<file path="src/design/clock_manager_pkg.sv">
// constants of the clock manager status and interrupt block
package clock_manager_pkg;
    localparam int unsigned ADDR_W = 6;
    localparam logic [5:0] IRQ_ENABLE_SET_OFS = 6'h00;
    localparam logic [5:0] IRQ_DISABLE_SET_OFS = 6'h04;
    localparam logic [5:0] CLOCK_STATUS_OFS = 6'h08;
    localparam logic [5:0] IRQ_MASK_VIEW_OFS = 6'h0c;
    localparam logic [5:0] OSC_CTRL_OFS = 6'h10;
    localparam logic [5:0] PLL_CONFIG_REG_OFS = 6'h14;
    localparam logic [5:0] MASTER_CTRL_OFS = 6'h18;
    localparam logic [5:0] PROG_ENABLE_OFS = 6'h1c;
    localparam logic [5:0] PROG_CTRL0_OFS = 6'h20;
    localparam logic [5:0] PROG_CTRL1_OFS = 6'h24;
    localparam logic [5:0] PROG_CTRL2_OFS = 6'h28;
    // status and interrupt bit positions
    localparam int unsigned OSC_STABLE_POS = 0;
    localparam int unsigned PLL_LOCK_POS = 2;
    localparam int unsigned MCK_READY_POS = 3;
    localparam int unsigned PROG_READY_LSB = 8;
    localparam int unsigned NUM_PROG = 3;
    localparam logic [31:0] EVENT_MASK = 32'h0000_070d;
    // oscillator control fields
    localparam int unsigned OSC_ENABLE_POS = 0;
    localparam int unsigned OSC_BYPASS_POS = 1;
    localparam int unsigned OSC_COUNT_LSB = 8;
    localparam int unsigned OSC_COUNT_W = 8;
    localparam int unsigned OSC_COUNT_SHIFT = 3;
    // pll settle field
    localparam int unsigned PLL_COUNT_LSB = 8;
    localparam int unsigned PLL_COUNT_W = 6;
    // clock control fields: source select and divisor select
    localparam int unsigned SRC_LSB = 0;
    localparam int unsigned DIV_LSB = 2;
    localparam int unsigned CTRL_W = 5;
    localparam logic [2:0] DIV_RESERVED = 3'h7;
    localparam logic [1:0] SRC_SLOW = 2'h0;
    localparam logic [1:0] SRC_MAIN = 2'h1;
    localparam logic [1:0] SRC_PLL = 2'h3;
    localparam logic [31:0] RESET_VALUE = 32'h0000_0000;
endpackage

</file>
<file path="src/design/clock_manager_status_irq.sv">
// clock manager status, interrupt mask and clock prescalers behind an avalon slave
//
// Chosen here: the Avalon-MM interface to the registers and the address map.
`timescale 1ns/1ps
module clock_manager_status_irq (
    input wire logic core_clk_i,
    input wire logic rst_n_i,
    input wire logic [5:0] avs_address_i,
    input wire logic avs_read_i,
    input wire logic avs_write_i,
    input wire logic [31:0] avs_writedata_i,
    input wire logic [3:0] avs_byteenable_i,
    output logic [31:0] avs_readdata_o,
    output logic avs_waitrequest_o,
    input wire logic slow_clk_i,
    output logic irq_o,
    output logic mck_tick_o,
    output logic [2:0] prog_clk_tick_o
);
    localparam int unsigned NCLK = clock_manager_pkg::NUM_PROG + 1;
    localparam int unsigned OSC_CNT_W = clock_manager_pkg::OSC_COUNT_W + clock_manager_pkg::OSC_COUNT_SHIFT;
    localparam int unsigned PLL_CNT_W = clock_manager_pkg::PLL_COUNT_W;

    typedef enum logic [1:0] {osc_off, osc_wait, osc_up} osc_state_e;

    function automatic logic [31:0] lane_mask(input logic [3:0] be);
        lane_mask = {{8{be[3]}}, {8{be[2]}}, {8{be[1]}}, {8{be[0]}}};
    endfunction

    // last count of a divide by 2**code; reserved code never hits
    function automatic logic div_hit(input logic [5:0] cnt, input logic [2:0] code);
        logic [5:0] last;
        last = 6'((7'h01 << code) - 7'h01);
        div_hit = (code != clock_manager_pkg::DIV_RESERVED) && (cnt == last);
    endfunction

    // bus slave: one wait cycle, then a single cycle with waitrequest low
    logic wait_q, wait_d;
    logic [31:0] rdata_q, rdata_d;
    logic wr_acc, rd_cap;
    logic [31:0] wmask;
    assign wr_acc = avs_write_i && !wait_q;
    assign rd_cap = avs_read_i && wait_q;
    assign wmask = avs_writedata_i & lane_mask(avs_byteenable_i);

    // configuration state
    logic [31:0] osc_ctrl_q, osc_ctrl_d;
    logic [31:0] pll_cfg_q, pll_cfg_d;
    logic [clock_manager_pkg::CTRL_W-1:0] clk_ctrl_q [NCLK], clk_ctrl_d [NCLK];
    logic [NCLK-1:0] cfg_wr;
    logic [2:0] prog_en_q, prog_en_d;
    logic [31:0] irq_en_q, irq_en_d;
    logic pll_wr;

    // slow clock pin synchroniser
    logic slow_meta_q, slow_sync_q, slow_prev_q, slow_tick;
    assign slow_tick = slow_sync_q && !slow_prev_q;

    // oscillator, pll and divider state
    osc_state_e osc_q, osc_d;
    logic [OSC_CNT_W-1:0] osc_cnt_q, osc_cnt_d;
    logic [clock_manager_pkg::PLL_COUNT_W-1:0] pll_cnt_q, pll_cnt_d;
    logic pll_busy_q, pll_busy_d, lock_q, lock_d;
    logic [5:0] div_cnt_q [NCLK], div_cnt_d [NCLK];
    logic [NCLK-1:0] tick_q, tick_d, ready_q, ready_d, run;
    logic irq_q, irq_d;
    logic [31:0] status;
    // master clock is always enabled; programmable clocks run on their enable bits
    logic [NCLK-1:0] clk_en;
    assign clk_en = {prog_en_q, 1'b1};

    always_comb begin
        status = clock_manager_pkg::RESET_VALUE;
        status[clock_manager_pkg::OSC_STABLE_POS] = (osc_q == osc_up);
        status[clock_manager_pkg::PLL_LOCK_POS] = lock_q;
        status[clock_manager_pkg::MCK_READY_POS] = ready_q[0];
        status[clock_manager_pkg::PROG_READY_LSB +: 3] = ready_q[NCLK-1:1];
    end

    always_comb begin
        wait_d = !(wait_q && (avs_read_i || avs_write_i));
        rdata_d = rdata_q;
        if (rd_cap) begin
            if (avs_address_i == clock_manager_pkg::CLOCK_STATUS_OFS) begin
                rdata_d = status;
            end else if (avs_address_i == clock_manager_pkg::IRQ_MASK_VIEW_OFS) begin
                rdata_d = ~irq_en_q & clock_manager_pkg::EVENT_MASK;
            end else if (avs_address_i == clock_manager_pkg::OSC_CTRL_OFS) begin
                rdata_d = osc_ctrl_q;
            end else if (avs_address_i == clock_manager_pkg::PLL_CONFIG_REG_OFS) begin
                rdata_d = pll_cfg_q;
            end else if (avs_address_i == clock_manager_pkg::MASTER_CTRL_OFS) begin
                rdata_d = 32'(clk_ctrl_q[0]);
            end else if (avs_address_i == clock_manager_pkg::PROG_ENABLE_OFS) begin
                rdata_d = 32'(prog_en_q);
            end else if (avs_address_i == clock_manager_pkg::PROG_CTRL0_OFS) begin
                rdata_d = 32'(clk_ctrl_q[1]);
            end else if (avs_address_i == clock_manager_pkg::PROG_CTRL1_OFS) begin
                rdata_d = 32'(clk_ctrl_q[2]);
            end else if (avs_address_i == clock_manager_pkg::PROG_CTRL2_OFS) begin
                rdata_d = 32'(clk_ctrl_q[3]);
            end else begin
                rdata_d = 32'h0000_0000;
            end
        end
    end

    always_ff @(posedge core_clk_i) begin
        if (!rst_n_i) begin
            wait_q <= 1'b1;
            rdata_q <= 32'h0000_0000;
        end else begin
            wait_q <= wait_d;
            rdata_q <= rdata_d;
        end
    end

    // register writes take effect at the edge where waitrequest is low
    always_comb begin
        osc_ctrl_d = osc_ctrl_q;
        pll_cfg_d = pll_cfg_q;
        prog_en_d = prog_en_q;
        irq_en_d = irq_en_q;
        clk_ctrl_d = clk_ctrl_q;
        cfg_wr = '0;
        pll_wr = 1'b0;
        if (wr_acc) begin
            if (avs_address_i == clock_manager_pkg::IRQ_ENABLE_SET_OFS) begin
                irq_en_d = irq_en_q | (wmask & clock_manager_pkg::EVENT_MASK);
            end else if (avs_address_i == clock_manager_pkg::IRQ_DISABLE_SET_OFS) begin
                irq_en_d = irq_en_q & ~wmask;
            end else if (avs_address_i == clock_manager_pkg::OSC_CTRL_OFS) begin
                osc_ctrl_d = (osc_ctrl_q & ~lane_mask(avs_byteenable_i)) | (wmask & 32'h0000_ff03);
            end else if (avs_address_i == clock_manager_pkg::PLL_CONFIG_REG_OFS) begin
                pll_cfg_d = (pll_cfg_q & ~lane_mask(avs_byteenable_i)) | (wmask & 32'h0000_3f00);
                pll_wr = 1'b1;
            end else if (avs_address_i == clock_manager_pkg::MASTER_CTRL_OFS && avs_byteenable_i[0]) begin
                clk_ctrl_d[0] = avs_writedata_i[clock_manager_pkg::CTRL_W-1:0];
                cfg_wr[0] = 1'b1;
            end else if (avs_address_i == clock_manager_pkg::PROG_ENABLE_OFS && avs_byteenable_i[0]) begin
                prog_en_d = avs_writedata_i[2:0];
            end else if (avs_address_i == clock_manager_pkg::PROG_CTRL0_OFS && avs_byteenable_i[0]) begin
                clk_ctrl_d[1] = avs_writedata_i[clock_manager_pkg::CTRL_W-1:0];
                cfg_wr[1] = 1'b1;
            end else if (avs_address_i == clock_manager_pkg::PROG_CTRL1_OFS && avs_byteenable_i[0]) begin
                clk_ctrl_d[2] = avs_writedata_i[clock_manager_pkg::CTRL_W-1:0];
                cfg_wr[2] = 1'b1;
            end else if (avs_address_i == clock_manager_pkg::PROG_CTRL2_OFS && avs_byteenable_i[0]) begin
                clk_ctrl_d[3] = avs_writedata_i[clock_manager_pkg::CTRL_W-1:0];
                cfg_wr[3] = 1'b1;
            end
        end
    end

    always_ff @(posedge core_clk_i) begin
        if (!rst_n_i) begin
            osc_ctrl_q <= 32'h0000_0000;
            pll_cfg_q <= 32'h0000_0000;
            prog_en_q <= 3'h0;
            irq_en_q <= 32'h0000_0000;
            for (int i = 0; i < NCLK; i++) begin
                clk_ctrl_q[i] <= '0;
            end
        end else begin
            osc_ctrl_q <= osc_ctrl_d;
            pll_cfg_q <= pll_cfg_d;
            prog_en_q <= prog_en_d;
            irq_en_q <= irq_en_d;
            clk_ctrl_q <= clk_ctrl_d;
        end
    end

    always_ff @(posedge core_clk_i) begin
        if (!rst_n_i) begin
            slow_meta_q <= 1'b0;
            slow_sync_q <= 1'b0;
            slow_prev_q <= 1'b0;
        end else begin
            slow_meta_q <= slow_clk_i;
            slow_sync_q <= slow_meta_q;
            slow_prev_q <= slow_sync_q;
        end
    end

    // oscillator start-up and pll settle counters
    always_comb begin
        osc_d = osc_q;
        osc_cnt_d = osc_cnt_q;
        pll_cnt_d = pll_cnt_q;
        pll_busy_d = pll_busy_q;
        lock_d = lock_q;
        if (osc_ctrl_q[clock_manager_pkg::OSC_BYPASS_POS]) begin
            osc_d = osc_up;
        end else if (!osc_ctrl_q[clock_manager_pkg::OSC_ENABLE_POS]) begin
            osc_d = osc_off;
        end else begin
            case (osc_q)
                osc_off: begin
                    osc_d = osc_wait;
                    osc_cnt_d = {osc_ctrl_q[clock_manager_pkg::OSC_COUNT_LSB +: clock_manager_pkg::OSC_COUNT_W],
                                 3'h0};
                end
                osc_wait: begin
                    if (osc_cnt_q == '0) begin
                        osc_d = osc_up;
                    end else if (slow_tick) begin
                        osc_cnt_d = osc_cnt_q - OSC_CNT_W'(1);
                    end
                end
                default: begin
                    osc_d = osc_up;
                end
            endcase
        end
        if (pll_wr) begin
            lock_d = 1'b0;
            pll_busy_d = 1'b1;
            pll_cnt_d = avs_writedata_i[clock_manager_pkg::PLL_COUNT_LSB +: clock_manager_pkg::PLL_COUNT_W];
        end else if (pll_busy_q) begin
            if (pll_cnt_q == '0) begin
                lock_d = 1'b1;
                pll_busy_d = 1'b0;
            end else if (slow_tick) begin
                pll_cnt_d = pll_cnt_q - PLL_CNT_W'(1);
            end
        end
    end

    always_ff @(posedge core_clk_i) begin
        if (!rst_n_i) begin
            osc_q <= osc_off;
            osc_cnt_q <= '0;
            pll_cnt_q <= '0;
            pll_busy_q <= 1'b0;
            lock_q <= 1'b0;
        end else begin
            osc_q <= osc_d;
            osc_cnt_q <= osc_cnt_d;
            pll_cnt_q <= pll_cnt_d;
            pll_busy_q <= pll_busy_d;
            lock_q <= lock_d;
        end
    end

    // index 0 is the master clock, 1 to 3 the programmable clocks
    always_comb begin
        div_cnt_d = div_cnt_q;
        tick_d = '0;
        ready_d = ready_q;
        for (int i = 0; i < NCLK; i++) begin
            logic [1:0] src;
            logic [2:0] code;
            src = clk_ctrl_q[i][clock_manager_pkg::SRC_LSB +: 2];
            code = clk_ctrl_q[i][clock_manager_pkg::DIV_LSB +: 3];
            run[i] = clk_en[i];
            case (src)
                clock_manager_pkg::SRC_SLOW: run[i] = run[i] && slow_tick;
                clock_manager_pkg::SRC_MAIN: run[i] = run[i] && (osc_q == osc_up);
                clock_manager_pkg::SRC_PLL: run[i] = run[i] && lock_q;
                default: run[i] = 1'b0;
            endcase
            if (cfg_wr[i] || !clk_en[i]) begin
                div_cnt_d[i] = 6'h00;
                ready_d[i] = 1'b0;
            end else if (run[i]) begin
                if (div_hit(div_cnt_q[i], code)) begin
                    div_cnt_d[i] = 6'h00;
                    tick_d[i] = 1'b1;
                    ready_d[i] = 1'b1;
                end else begin
                    div_cnt_d[i] = div_cnt_q[i] + 6'h01;
                end
            end
        end
        irq_d = |(status & irq_en_q);
    end

    always_ff @(posedge core_clk_i) begin
        if (!rst_n_i) begin
            tick_q <= '0;
            ready_q <= '0;
            irq_q <= 1'b0;
            for (int i = 0; i < NCLK; i++) begin
                div_cnt_q[i] <= 6'h00;
            end
        end else begin
            tick_q <= tick_d;
            ready_q <= ready_d;
            irq_q <= irq_d;
            div_cnt_q <= div_cnt_d;
        end
    end

    assign avs_readdata_o = rdata_q;
    assign avs_waitrequest_o = wait_q;
    assign irq_o = irq_q;
    assign mck_tick_o = tick_q[0];
    assign prog_clk_tick_o = tick_q[NCLK-1:1];
endmodule

</file>
<file path="config.mk">
export PLATFORM = sky130hd
export DESIGN_NAME = clock_manager_status_irq
export DESIGN_NICKNAME = d
export VERILOG_FILES = /design/src/design/clock_manager_pkg.sv /design/src/design/clock_manager_status_irq.sv
export SDC_FILE = /design/constraint.sdc
export NUM_CORES = 1
export LEC_CHECK = 0
export BUFFER_PORTS_ARGS = -buffer_cell sky130_fd_sc_hd__buf_2
export CAP_MARGIN = 10
export CORE_ASPECT_RATIO = 1.75
export CORE_MARGIN = 3
export CORE_UTILIZATION = 35
export CTS_BUF_LIST = sky130_fd_sc_hd__clkbuf_8
export CTS_CLUSTER_DIAMETER = 80
export DETAILED_ROUTE_END_ITERATION = 8
export MAX_ROUTING_LAYER = met4
export SYNTH_ARGS = -nofsm -noshare
export SYNTH_HDL_FRONTEND = slang
export SYNTH_SLANG_ARGS = --single-unit
</file>
<file path="constraint.sdc">
create_clock -name core_clk_i -period 5.5 [get_ports core_clk_i]
set_input_delay 1.1 -clock core_clk_i [delete_from_list [all_inputs] [get_ports core_clk_i]]
set_output_delay 1.1 -clock core_clk_i [all_outputs]
set_load 0.05 [all_outputs]
</file>
==> results.yml <==
status:
  status: "finished clean"
pwr:
  p_leak_nw: 3.48
  switching_share_pct: 25.8
  power.switching_uw: 637
  p_clk_share_pct: 37.7
  seqPwrFrac_pct: 54.8
  power.total_mw: 2.46
  p_int_mw: 1.83
  peakVddDrop_mv: 0.205
  power_density_nw_per_um2: 267
  power_frac_comb_pct: 7.5
synth:
  yosysMostFrequentCell: "dfxtp_1"
  synth_area_leaders: "dfxtp_1 (44%), nand2_1 (5.3%), a21oi_1 (4.3%)"
  async_flop_share_pct: 0
  synthesis.area_um2: 8350
  synthCells: 997
  ys_ff_latch: 183
  ys_seq_area_share_pct: 43.9
  synthFlopType: "dfxtp_1"
  synth_commonest_cells: "dfxtp_1 (183), nand2_1 (117), nor2_1 (90), a21oi_1 (71), nand3_1 (56)"
  yosysTopAreaCell: "dfxtp_1"
  synth-edff-count: 0
  synth_top_cell_area_share_pct: 43.9
  syn_nets: 1055
  synth_warnings: 0
  avgSynthCellArea_um2: 8.38
  yosysUniqueCellTypes: 73
timing:
  slew_violations: 0
  fin_crit_sh_pct: 57.8
  layout_min_cycle_time_ps: 3180
  setup_viol: 0
  hold_slack_ps: 445
  hold_viol: 0
  tightest_slew_ps: 992
  fin_skew_ps: 12.7
  max_slew_margin_pct: 33.9
  grt_setup_unrepaired: "no"
  tns_ps: 0
  fmax_mhz: 314
  layout_setup_ws_ps: 2320
place:
  dp.final_hpwl_mm: 15.3
  globalplace.congestion: 0.865
  place_area_um2: 8830
  dp_worst_setup_slack_ps: 1870
  dp.cells: 1310
  io_buffers: 65
worst_setup_path:
  critical_path_arrival_ps: 3550
  cp_top_family: "buffers and inverters"
  crit_slowest_cell: "nor3_4"
  crit_path_end_kind: "flop"
  crit_fanout: 26
  slowest_delay_ps: 730
  cp-start-kind: "input port"
  path_cells: "buf_2 -> inv_1 -> nor3_4 -> buf_4 -> a31oi_1 -> and2_1"
  worstSetupPathType: "in2reg"
  crit_required_ps: 5870
  path_buf_inv: 3
floorplan:
  die_y_um: 210
  initial_core_util_pct: 35.7
  dieWidth_um: 123
  num_rows: 74
  core_area_um2: 23400
  fp.dieArea_um2: 25800
  pin_count: 85
route:
  wl_per_cell_um: 16.2
  wl_mm: 21.8
  avgViaCountPerCell: 5.42
  drc: 0
  drt_iter0_markers: 395
  vias: 7262
  ant_nets: 0
  drt_first_pass_iters: 5
cts:
  clock_path_buffers: 2
  root_buffer: "clkbuf_8"
  htree_num_levels: 4
  postCtsHoldBufs: 0
  cts_buffers: 17
  clkTransAtPathRegs_ps: 90
  cts_tree: "done"
  cts_resized: 0
  post_cts_buffers: 0
  cts_num_sinks: 183
  clock_latency_ps: 470
global_routing:
  grt_antenna_before_repair: 1
  grt_max_degree: 42
  grt_use_total_pct: 17.7
  grt_pass1_vias: 7009
  grt_pass1_wl_mm: 35.5
  overflow: 0
layout:
  areaGrowthSynthToFinish_pct: 10.4
  fin_util_pct: 39.4
  fin_cells: 1340
  nets: 1083
  drive_gt1_share_pct: 12.6
  final_cell_area_um2: 9220
hold_path:
  hold_class: "reg2reg"
job:
  max_cap_viol_count: 0
-- routing by layer --
metal  vias to the layer above  share of wire, %  GRT usage (%)
met1                      3390                41           19.7
met2                       186                51           30.6
met4                         0               3.5           7.50
met3                        51               4.4           3.28
met5                         -                 0              -
li1                       3635                 -              -
-- power groups by stage --
stage / logic (mW) / registers [mW] / clock network, mW
2_1_floorplan: 0.0773 / 1.43 / 0
6_report: 0.186 / 1.35 / 0.929
3_5_place_dp: 0.186 / 1.38 / 0
5_1_grt: 0.201 / 1.35 / 1.01
4_1_cts: 0.187 / 1.35 / 0.956
3_3_place_gp: 0.185 / 1.38 / 0
-- area by class of cell --
cell class / instances / area (um2)
fillers: 2404 / 14200
multi-input cells: 729 / 4310
flip-flops and latches: 183 / 3660
repair buffers: 75 / 400
well taps: 304 / 380
clock buffers: 17 / 234
clock inverters: 12 / 155
inverters: 19 / 73.8
diodes: 1 / 2.50
-- layout by cell type, fill, tap and decap left out, types with 4 or more instances in the layout --
master / Yosys / layout
a211oi_1: 10 / 10
a21oi_1: 71 / 71
a221oi_1: 28 / 28
a222oi_1: 4 / 4
a22oi_1: 5 / 5
a311oi_1: 6 / 6
a31oi_1: 20 / 20
and2_1: 49 / 49
and3_1: 13 / 13
buf_2: 11 / 65
buf_4: 0 / 10
clkbuf_8: 2 / 17
dfxtp_1: 183 / 183
ha_1: 11 / 11
inv_1: 16 / 17
mux2i_1: 21 / 21
nand2_1: 117 / 117
nand2b_1: 10 / 10
nand3_1: 56 / 56
nand3b_1: 6 / 6
nand4_1: 5 / 5
nor2_1: 90 / 90
nor2b_1: 9 / 9
nor3_1: 48 / 48
nor3_2: 4 / 4
nor3b_1: 9 / 9
nor4_1: 6 / 6
o211ai_1: 9 / 9
o21ai_0: 36 / 36
o31ai_1: 4 / 4
or3_1: 9 / 9
or4_1: 5 / 5
xnor2_1: 11 / 11
xor2_1: 5 / 5
-- logic make-up (layout without fill, tap and decap cells) --
logic type	count (synthesis)	after routing	synth area share, %
compound gates	224	224	18.0
flops	183	183	43.9
other cells	0	1	0
buf+inv	85	123	4.54
fa+ha+maj	11	11	1.65
simple gates	457	457	27.8
xor+xnor	16	16	1.68
mux	21	21	2.52
-- final timing paths --
path / start / end / slack [ps] / depth (start not counted)
worst max-delay path: avs_address_i[2] / pll_cfg_q[21]$_SDFFE_PN0P_ / 2320 / 6
worst min-delay path: slow_meta_q$_SDFF_PN0_ / slow_sync_q$_SDFF_PN0_ / 450 / 1
worst max register to register: clk_ctrl_q[4]$_SDFFE_PN0P_ / div_cnt_q[1]$_SDFFE_PP0P_ / 2500 / 7
worst min register to register: slow_meta_q$_SDFF_PN0_ / slow_sync_q$_SDFF_PN0_ / 450 / 1
-- worst reg2reg max path: cells and delay by family, from the launching register on --
kind            cells  cell delay, ps
simple gates        2             700
fa+ha+maj           1             260
xor+xnor            1             280
compound gates      3            1170
flops               1             450
No activity file was read; power rests on OpenSTA's default activity.
